`config.mk`:
```
export PLATFORM = sky130hd
export DESIGN_NAME = acs_sequencer
export DESIGN_NICKNAME = d
export VERILOG_FILES = /design/src/rtl/acs_pkg.sv /design/src/rtl/acs_sequencer.sv
export SDC_FILE = /design/constraint.sdc
export NUM_CORES = 1
export LEC_CHECK = 0
export ABC_AREA = 0
export BUFFER_PORTS_ARGS = -buffer_cell sky130_fd_sc_hd__clkbuf_2
export CAP_MARGIN = 40
export CORE_MARGIN = 2
export CORE_UTILIZATION = 60
export DETAILED_ROUTE_END_ITERATION = 16
export PLACE_DENSITY = 0.87
export SLEW_MARGIN = 20
export SYNTH_ARGS = -nofsm -noshare
export SYNTH_HDL_FRONTEND = slang
export SYNTH_SLANG_ARGS = --single-unit
```
`constraint.sdc`:
```
create_clock -name mclk_i -period 9 [get_ports mclk_i]
set_clock_uncertainty 0.2 [all_clocks]
set_input_delay 1.8 -clock mclk_i [delete_from_list [all_inputs] [get_ports mclk_i]]
set_output_delay 1.8 -clock mclk_i [all_outputs]
set_load 0.03 [all_outputs]
```
`src/rtl/acs_pkg.sv`:
```
// Package of constants, types and timing tables for the conversion timing sequencer.
package acs_pkg;

  // ****************************************************************
  // Clock and oscillator constants
  // ****************************************************************
  localparam longint MCLK_HZ       = 64'd10000000;
  localparam longint OSC_NORMAL_HZ = 64'd1024000;
  localparam longint OSC_DOUBLE_HZ = 64'd2048000;
  localparam int     NCO_W         = 24;
  // Half oscillator cycles are counted so that the 28.5 cycle latency is exact.
  localparam logic [NCO_W-1:0] NCO_INC_NORMAL =
    NCO_W'((2 * OSC_NORMAL_HZ * (64'd1 << NCO_W)) / MCLK_HZ);
  localparam logic [NCO_W-1:0] NCO_INC_DOUBLE =
    NCO_W'((2 * OSC_DOUBLE_HZ * (64'd1 << NCO_W)) / MCLK_HZ);
  localparam int     MOD_DIV       = 4;
  localparam logic [2:0] MOD_HALF_LAST = 3'((2 * MOD_DIV) - 1);
  localparam logic [2:0] MOD_RISE_AT   = 3'(MOD_DIV - 1);

  // ****************************************************************
  // Timing in half oscillator cycles
  // ****************************************************************
  localparam int CNT_W = 18;
  localparam logic [CNT_W-1:0] LAT_HALF_NORMAL = 18'h00039;
  localparam logic [CNT_W-1:0] LAT_HALF_DOUBLE = 18'h000d2;
  localparam int RES_W = 16;

  typedef struct packed {
    logic       double_rate;
    logic       single_shot;
    logic [2:0] rate_sel;
  } acs_cfg_t;

  typedef enum logic [1:0] {ACS_IDLE, ACS_LATENCY, ACS_CONVERT} acs_state_t;

  function automatic logic [CNT_W-1:0] acs_period_half(input logic [2:0] rate);
    logic [CNT_W-1:0] p;
    p = 18'h00000;
    case (rate)
      3'h0:    p = 18'h0c7f8;
      3'h1:    p = 18'h058fc;
      3'h2:    p = 18'h02d0c;
      3'h3:    p = 18'h0171c;
      3'h4:    p = 18'h00c2c;
      3'h5:    p = 18'h006bc;
      default: p = 18'h0040c;
    endcase
    return CNT_W'({p, 1'b0});
  endfunction : acs_period_half

  function automatic logic [CNT_W-1:0] acs_single_half(input logic [2:0] rate,
                                                        input logic       dbl);
    logic [CNT_W-1:0] s;
    s = 18'h00000;
    case (rate)
      3'h0:    s = dbl ? 18'h0c811 : 18'h0c80d;
      3'h1:    s = dbl ? 18'h05919 : 18'h05915;
      3'h2:    s = dbl ? 18'h02d29 : 18'h02d25;
      3'h3:    s = dbl ? 18'h01739 : 18'h01735;
      3'h4:    s = dbl ? 18'h00c49 : 18'h00c45;
      3'h5:    s = dbl ? 18'h006d9 : 18'h006d5;
      default: s = dbl ? 18'h00429 : 18'h00425;
    endcase
    return CNT_W'({s, 1'b0});
  endfunction : acs_single_half

endpackage : acs_pkg

```
`src/rtl/acs_sequencer.sv`:
```
// Conversion timing sequencer: oscillator model, modulator clock, decimator and ready timing.
`timescale 1ns/1ps
module acs_sequencer (
  input  wire logic                   mclk_i,
  input  wire logic                   rst_n_i,
  input  wire acs_pkg::acs_cfg_t      cfg_i,
  input  wire logic                   start_cmd_i,
  input  wire logic                   result_read_i,
  input  wire logic                   mod_bit_i,
  output logic                        osc_clk_o,
  output logic                        mod_clk_o,
  output logic                        data_ready_n_o,
  output logic                        busy_o,
  output logic [acs_pkg::RES_W-1:0]   result_o
);
  import acs_pkg::*;

  // ****************************************************************
  // Oscillator model and modulator divider
  // ****************************************************************
  logic [NCO_W-1:0] nco_r;
  logic             ht_r;
  logic [2:0]       div_r;
  logic [NCO_W-1:0] nco_inc;
  logic [NCO_W:0]   nco_sum;
  logic             mod_rise;

  // The oscillator is approximated by a phase accumulator, so a half cycle
  // jitters by one master clock; long term rate is exact to the increment.
  assign nco_inc  = cfg_i.double_rate ? NCO_INC_DOUBLE : NCO_INC_NORMAL;
  assign nco_sum  = {1'b0, nco_r} + {1'b0, nco_inc};
  assign mod_rise = ht_r && (div_r == MOD_RISE_AT);

  always_ff @(posedge mclk_i or negedge rst_n_i)
  begin
    if (!rst_n_i)
    begin
      nco_r     <= '0;
      ht_r      <= 1'b0;
      div_r     <= 3'h0;
      osc_clk_o <= 1'b0;
      mod_clk_o <= 1'b0;
    end
    else
    begin
      nco_r     <= nco_sum[NCO_W-1:0];
      ht_r      <= nco_sum[NCO_W];
      if (ht_r)
      begin
        div_r     <= (div_r == MOD_HALF_LAST) ? 3'h0 : div_r + 3'h1;
        osc_clk_o <= ~osc_clk_o;
      end
      mod_clk_o <= div_r[2];
    end
  end

  // ****************************************************************
  // Conversion sequencing
  // ****************************************************************
  acs_state_t       state_r;
  acs_state_t       state_nxt;
  logic [CNT_W-1:0] cnt_r;
  logic [CNT_W-1:0] cnt_nxt;
  logic [RES_W-1:0] acc_r;
  logic [CNT_W-1:0] period_half;
  logic [CNT_W-1:0] single_half;
  logic [CNT_W-1:0] lat_half;
  logic             last_tick;
  logic             done;
  logic             pre_done;

  assign period_half = acs_period_half(cfg_i.rate_sel);
  assign single_half = acs_single_half(cfg_i.rate_sel, cfg_i.double_rate);
  assign lat_half    = cfg_i.double_rate ? LAT_HALF_DOUBLE : LAT_HALF_NORMAL;
  assign last_tick   = ht_r && (cnt_r == 18'h00001);
  assign done        = (state_r == ACS_CONVERT) && last_tick;
  assign pre_done    = (state_r == ACS_CONVERT) && ht_r && (cnt_r == 18'h00002);

  always_comb
  begin
    state_nxt = state_r;
    cnt_nxt   = cnt_r;
    // Counting only on oscillator half ticks keeps every period locked to it.
    if (ht_r && (cnt_r != '0))
    begin
      cnt_nxt = cnt_r - 18'h00001;
    end
    if (start_cmd_i)
    begin
      // A start during a conversion restarts it, which is the sync behaviour.
      if (cfg_i.single_shot)
      begin
        state_nxt = ACS_CONVERT;
        cnt_nxt   = single_half;
      end
      else
      begin
        state_nxt = ACS_LATENCY;
        cnt_nxt   = lat_half;
      end
    end
    else
    begin
      case (state_r)
        ACS_LATENCY:
        begin
          if (last_tick)
          begin
            state_nxt = ACS_CONVERT;
            cnt_nxt   = period_half;
          end
        end
        ACS_CONVERT:
        begin
          if (done)
          begin
            state_nxt = cfg_i.single_shot ? ACS_IDLE : ACS_CONVERT;
            cnt_nxt   = cfg_i.single_shot ? '0 : period_half;
          end
        end
        ACS_IDLE:
        begin
          state_nxt = ACS_IDLE;
        end
        default:
        begin
          state_nxt = ACS_IDLE;
        end
      endcase
    end
  end

  logic conv_start;
  assign conv_start = start_cmd_i || (state_r == ACS_LATENCY && last_tick) || done;

  always_ff @(posedge mclk_i or negedge rst_n_i)
  begin
    if (!rst_n_i)
    begin
      state_r        <= ACS_IDLE;
      cnt_r          <= '0;
      acc_r          <= '0;
      result_o       <= '0;
      data_ready_n_o <= 1'b1;
      busy_o         <= 1'b0;
    end
    else
    begin
      state_r <= state_nxt;
      cnt_r   <= cnt_nxt;
      busy_o  <= (state_nxt != ACS_IDLE);
      // A boxcar over exactly one conversion is a linear phase FIR that is
      // fully settled at every result; it trades noise shaping for area.
      if (conv_start)
      begin
        acc_r <= '0;
      end
      else if (mod_rise && mod_bit_i)
      begin
        acc_r <= acc_r + 16'h0001;
      end
      if (done)
      begin
        result_o <= acc_r;
      end
      if (done)
      begin
        data_ready_n_o <= 1'b0;
      end
      else if (result_read_i || pre_done)
      begin
        data_ready_n_o <= 1'b1;
      end
    end
  end

  // ****************************************************************
  // Assertions
  // ****************************************************************
  property p_mod_div;
    @(posedge mclk_i) disable iff (!rst_n_i)
      $changed(mod_clk_o) |-> $past(ht_r, 2) && (div_r[1:0] == 2'b00);
  endproperty
  a_mod_div: assert property (p_mod_div) else $error("modulator clock off divide");

  property p_osc_normal;
    @(posedge mclk_i) disable iff (!rst_n_i)
      ht_r && !cfg_i.double_rate |=> !ht_r [*3];
  endproperty
  a_osc_normal: assert property (p_osc_normal) else $error("normal rate too fast");

  property p_osc_double;
    @(posedge mclk_i) disable iff (!rst_n_i)
      ht_r |=> !ht_r ##[1:4] ht_r;
  endproperty
  a_osc_double: assert property (p_osc_double) else $error("half tick too fast");

  property p_settle;
    @(posedge mclk_i) disable iff (!rst_n_i)
      done |=> (result_o == $past(acc_r)) && (acc_r == 16'h0000);
  endproperty
  a_settle: assert property (p_settle) else $error("result not from one conversion");

  property p_count_osc;
    @(posedge mclk_i) disable iff (!rst_n_i)
      !ht_r && !start_cmd_i |=> $stable(cnt_r);
  endproperty
  a_count_osc: assert property (p_count_osc) else $error("count moved without tick");

  property p_cont_reload;
    @(posedge mclk_i) disable iff (!rst_n_i)
      done && !cfg_i.single_shot && !start_cmd_i |=>
        (cnt_r == $past(period_half)) && !data_ready_n_o;
  endproperty
  a_cont_reload: assert property (p_cont_reload) else $error("period reload wrong");

  property p_latency;
    @(posedge mclk_i) disable iff (!rst_n_i)
      start_cmd_i && !cfg_i.single_shot |=>
        state_r == ACS_LATENCY && cnt_r == (cfg_i.double_rate ? 18'h000d2 : 18'h00039);
  endproperty
  a_latency: assert property (p_latency) else $error("start latency wrong");

  property p_single;
    @(posedge mclk_i) disable iff (!rst_n_i)
      start_cmd_i && cfg_i.single_shot &&
      (cfg_i.rate_sel == 3'h0 || cfg_i.rate_sel == 3'h6) |=>
        cnt_r == ((cfg_i.rate_sel == 3'h0) ? (cfg_i.double_rate ? 18'h19022 : 18'h1901a)
                                           : (cfg_i.double_rate ? 18'h00852 : 18'h0084a));
  endproperty
  a_single: assert property (p_single) else $error("single shot time wrong");

  property p_latch;
    @(posedge mclk_i) disable iff (!rst_n_i)
      start_cmd_i |=> busy_o && state_r != ACS_IDLE;
  endproperty
  a_latch: assert property (p_latch) else $error("start command not taken");

  property p_period_tab;
    @(posedge mclk_i) disable iff (!rst_n_i)
      state_r == ACS_LATENCY && last_tick && !start_cmd_i && cfg_i.rate_sel == 3'h6 |=>
        cnt_r == 18'h00818;
  endproperty
  a_period_tab: assert property (p_period_tab) else $error("period table wrong");

  property p_single_tab;
    @(posedge mclk_i) disable iff (!rst_n_i)
      start_cmd_i && cfg_i.single_shot &&
      (cfg_i.rate_sel == 3'h3 || cfg_i.rate_sel == 3'h5) |=>
        cnt_r == ((cfg_i.rate_sel == 3'h3) ? (cfg_i.double_rate ? 18'h02e72 : 18'h02e6a)
                                           : (cfg_i.double_rate ? 18'h00db2 : 18'h00daa));
  endproperty
  a_single_tab: assert property (p_single_tab) else $error("single table wrong");

  property p_hold_low;
    @(posedge mclk_i) disable iff (!rst_n_i)
      !data_ready_n_o && !result_read_i && !pre_done |=> !data_ready_n_o;
  endproperty
  a_hold_low: assert property (p_hold_low) else $error("ready released early");

endmodule : acs_sequencer

```
# Word level (Yosys, flattened, before mapping)
# Cells that the tools add are included.
[word_totals]
register_bits = 84
inputBits = 10
out_inout_bits = 20
elab_cells = 72
[classes]
addsub = 4
n_eq_ne = 11
muxes = 29
bitwise_logic = 1
reduce_logical = 16
[op_table]
columns = ["op", "n"]
rows = [
  ["one-hot mux 16 bit (6 select lines)", 2],
  ["two-way mux 18 bit", 6],
  ["one-hot mux 18 bit (2 select lines)", 1],
  ["two-way mux 16 bit", 2],
  ["adder 24 x 23 -> 25 bit", 1],
  ["two-way mux 4 bit", 6],
  ["two-way mux 23 bit", 1],
  ["equality test 18 x 1 -> 1 bit (second input constant)", 1],
  ["equality test 18 x 2 -> 1 bit (second input constant)", 1],
  ["nonzero test 18 bit", 1],
  ["subtractor 18 x 1 -> 18 bit (second input constant)", 1],
  ["adder 16 x 1 -> 16 bit (second input constant)", 1],
  ["two-way mux 2 bit", 5],
  ["equality test 3 x 2 -> 1 bit (second input constant)", 3],
  ["equality test 3 bit (second input constant)", 3],
  ["logical AND 1 bit", 8],
  ["two-way mux 8 bit", 1],
  ["nonzero test 2 bit", 3],
  ["two-way mux 5 bit", 1],
  ["one-hot mux 2 bit (2 select lines)", 1],
  ["adder 3 x 1 -> 3 bit (second input constant)", 1],
  ["equality test 3 x 1 -> 1 bit (second input constant)", 1],
  ["zero test 3 bit", 1],
  ["logical OR 1 bit", 3],
  ["other kinds (5)", 6],
]

# Depth between registers and ports, before layout
[depth]
word_depth = 7
ltp_mapped = 10
ltp_nobuf = 8

# Worst setup path before layout
# Ideal clock, no wire load.
[synth_timing]
path_kind = "in2reg"
startpoint = "in cfg_i[4] in the netlist's numbering"
endpoint = "reg ht_r"
setup_ns = 0.064
arrival_ns = 3.636
required_ns = 8.736
slack_ns = 5.100
path_stages = 8
path_buffers = 0
cell_sequence = "inv_1 fa_1 nor2b_1 o21ai_0 a211o_1 a211o_1 a22oi_1 a31o_2"
[synth_via]
elab_chain_len = 2
[synth_lines]
columns = ["item", "line", "text"]
rows = [
  ["from (decl)", "acs_sequencer.sv:6", "input wire acs_pkg::acs_cfg_t cfg_i,"],
  ["two-way mux 23 bit", "acs_sequencer.sv:30", "assign nco_inc = cfg_i.double_rate ? NCO_INC_DOUBLE : NCO_INC_NORMAL;"],
  ["adder 24 x 23 -> 25 bit", "acs_sequencer.sv:31", "assign nco_sum = {1'b0, nco_r} + {1'b0, nco_inc};"],
  ["named net nco_sum[24]", "acs_sequencer.sv:25", "logic [NCO_W:0] nco_sum;"],
  ["to (signal assigned)", "acs_sequencer.sv:47", "ht_r <= nco_sum[NCO_W];"],
  ["to (decl)", "acs_sequencer.sv:22", "logic ht_r;"],
]
# The timed path passes the listed nets, and every way through them passes these cells.
# A chain may end at the register's enable or synchronous reset.

# Final worst setup path
# Ends and elaborated chain as after synthesis.

==> results.md <==
- Vias per cell: a little over 6
- Number of nets in the synthesized netlist: 494
- Total negative slack for setup checks: 0 ns
- Startpoint kind of the worst setup timing path: input pin
- Delay of the slowest critical-path stage: about 0.52 ns
- Commonest cells after routing, fill and taps aside: dfrtp_1, nor2_1, nand2_1
- Total power after layout: around 0.0013 W
- Cell type of the slowest stage on the worst timing path: fa_1
- Path class of the lowest-slack min-delay path: register to register
- Number of enable-type register cells in the synthesized netlist: 0
- Max Clk Rate: approximately 0.24 GHz
- Adder-Cell Fraction of Synth Area: under 10%
- Number of inserted diodes: 0
- Number of buffers inserted during clock tree synthesis: 9
- Mux share of post-synthesis cell area: under 10%
- Number of inserted filler cells in the final layout: 563
- Die Outline Area: between 8000 and 9000 sq um
- Average footprint of a synthesized cell: a little over 10 sq um
- Maximum Capacitance Violations: 0
- Final Slew Violations: 0
- Synth warn: 0
- Port Buffers: 29
- CTS tree: done
- CP required: 9.10 ns
- Maximum number of pins on one net before global-route repair: 54
- Power density over cell area: between 200 and 300 nW/um^2
- Remaining antenna violation count: 0
- Final hold slack: about 0.23 ns
- Crit share post-route: a little under half
- Total wire length after detailed routing: between 10,000 and 15,000 um
- Horizontal die dimension: 92.0 um
- Final-report setup violation count: 0
- Most used DFF post-synth: dfrtp_1
- Cts repair resizes: 0
- Overall overflow remaining after global route: 0
- Number of antenna violations at the first check in global routing: 0
- DP Area: between 4000 and 5000 sq um
- Count of unresolved DRC violations after routing: 0
- Setup repair after global routing missed its margin: false
- HPWL reported at the end of detailed placement: around 7000 um
- Number of buffer and inverter instances along the worst setup path: 2
- Count of hold buffers inserted by post-cts repair: 0
- Xor/xnor cell area share of the yosys netlist: 9.06%
- Register area share after synthesis: a little under half
- Final count of hold timing violations: 0
- Initial Util: approximately three fifths
- Gate count after technology mapping: between 400 and 500
- Number of global-route vias before repair: around 3,600
- Number of cell rows: 32
- Post-CTS clock slew at the launch and capture registers of the worst setup and hold paths: 0.09 ns
- Library cell used as clock root buffer: clkbuf_8
- Share of synthesized flip-flops with an asynchronous set or reset: between 90% and 100%
- Slew @ Worst Pin: between 0.8 and 0.9 ns
- CP delay by family, top: compound AO/OA/AOI/OAI gates
- IR Drop Worst-Case VDD: between 0.15 and 0.2 mV
- GR Util All Layers: 25.6%
- Fraction of final layout cells sized beyond drive strength 1: about 17%
- Cell-by-cell trace of the critical path: clkbuf_2 -> inv_1 -> fa_1 -> nor2b_1 -> o21ai_0 -> a211o_1 -> a211o_1 -> a22oi_1 -> a31o_2
- Clock latency reported for the late side of the worst-skew pair: approximately 0.36 ns
- Synthesis-stage register bit count: 84
- Number of design-rule violations left by the first detailed-router iteration: between 200 and 250
- Lkg Pwr: approximately 2.3 nW
- H-Tree Level Count: 3
- Simple-Gate Fraction of Synth Area: roughly 18%
- Mapped Area: approximately 4600 sq um
- Number of top-level design ports: 30
- Critical path endpoint category: register
- Deepest clock path buffer count: 2
- Maximum fanout count along the critical path: 10
- CP most frequent cell: a211o_1
- Final weighted congestion in routability-driven placement: between 0.8 and 0.9
- Post-route cell area: 5130 sq um
- Most common cell after layout, fill and taps aside: dfrtp_1
- Dominant combinational cell family by area after synthesis: simple AND/OR/NAND/NOR gates
- Total via count after detailed routing: 3,643
- Drt first pass iters: 5
- Clock sink count: 84
- Number of distinct library cell variants in the gate-level netlist after synthesis: a little over 60
- First-pass GRT wire length: between 15,000 and 20,000 um
- Critical Setup Path Class: input pin to register
- Post-route minimum period: 4.13 ns
- Final routed wire length divided by cell count: about 17 um
- Share of the synthesized area in compound gates (AO/OA/AOI/OAI): around 14%
- Die Span Y: around 92 um
- Worst slew slack as a fraction of its limit: 46.2%
- Result of the run: finished, final reports clean
- Total core area: about 7600 sq um
- Nets: roughly 520
- Area growth from synthesis to layout: 10.4%
- Buffers inserted by post-CTS timing repair: 0
- Data arrival, critical path: ~4.2 ns
-- flip-flops by register name (all words and copies together), names as in the netlist --
register / flops
acc_r: 16
busy_o: 1
cnt_r: 18
data_ready_n_o: 1
div_r: 3
ht_r: 1
mod_clk_o: 1
nco_r: 24
osc_clk_o: 1
result_o: 16
state_r: 2
-- area by class of cell --
| class | count | area, sq um | share of cell area, % |
|---|---|---|---|
| clock buffers | 9 | 124 | 2.42 |
| clock inverters | 7 | 128 | 2.49 |
| inverters | 16 | 60.1 | 1.17 |
| multi-input cells | 345 | 2390 | 46.7 |
| flip-flops and latches | 84 | 2100 | 41.0 |
| well taps | 102 | 128 | 2.49 |
| repair buffers | 32 | 190 | 3.71 |
-- routing by layer --
metal	wire (um)	global-route usage, %
met2	5130	43.3
met3	352	4.11
met1	4440	33.2
met4	210	10.3
met5	0	0
-- cells in the mapped netlist, drive strengths merged, types with 2 or more instances --
cell type / instances / area, sq um
nand2b: 5 / 31.3
o221ai: 3 / 26.3
a311oi: 2 / 17.5
a22oi: 3 / 22.5
nand3: 8 / 40.0
mux2i: 3 / 30.0
buf: 6 / 47.5
dfrtp: 83 / 2080
nor2b: 6 / 37.5
or4: 5 / 48.8
o2bb2ai: 2 / 17.5
nand4: 4 / 25.0
o21ai: 19 / 103
o2111ai: 2 / 17.5
and4: 2 / 17.5
or3: 6 / 38.8
a211oi: 5 / 37.5
xnor2: 27 / 236
a21oi: 18 / 90.1
xor2: 21 / 184
nor2: 48 / 180
a31oi: 6 / 37.5
a31o: 3 / 26.3
a211o: 6 / 55.1
nor3: 16 / 80.1
or2: 4 / 25.0
o31ai: 5 / 37.5
and2: 7 / 46.3
mux2: 17 / 191
nand2: 34 / 128
nor4: 7 / 43.8
a21o: 2 / 15.0
ha: 22 / 275
clkbuf: 10 / 37.5
o22a: 2 / 20.0
o22ai: 3 / 18.8
inv: 16 / 60.1
and3: 7 / 43.8
-- stage by stage --
step	util, %	instances	setup WS (ns)
finish	67.4	595	4.87
global route	67.4	595	4.67
CTS	67.4	595	4.89
detailed placement	64.1	579	4.56
global placement	63.6	577	4.62
floorplan	-	461	5.10
-- path summary, 6_finish.rpt --
kind	start	end	slack, ns	cells after the start
worst max-delay path	cfg_i[4]	ht_r$_DFF_PN0_	4.87	9
worst min-delay path	div_r[2]$_DFFE_PN0P_	mod_clk_o$_DFF_PN0_	0.23	0
worst max register to register	cnt_r[14]$_DFF_PN0_	acc_r[6]$_DFFE_PN0P_	5.69	7
worst min register to register	div_r[2]$_DFFE_PN0P_	mod_clk_o$_DFF_PN0_	0.23	0
max in group asynchronous	rst_n_i	data_ready_n_o$_DFFE_PN1P_	6.78	2
min in group asynchronous	rst_n_i	cnt_r[14]$_DFF_PN0_	1.18	1
-- cell families (layout without fill, tap and decap cells) --
family                   after synthesis  in the layout
XOR/XNOR                              48             48
adder cells (fa/ha/maj)               23             23
AO/OA/AOI/OAI                         90             90
multiplexers                          20             20
AND/OR/NAND/NOR                      164            164
buffers and inverters                 32             64
flip-flops                            84             84
-- report_power, final --
group / switching, W / internal, W
Combinational: 0.000267 / 0.000211
Sequential: 0.0000679 / 0.000461
Clock: 0.000150 / 0.000189
Note: power is estimated with default switching activity, not from simulation.
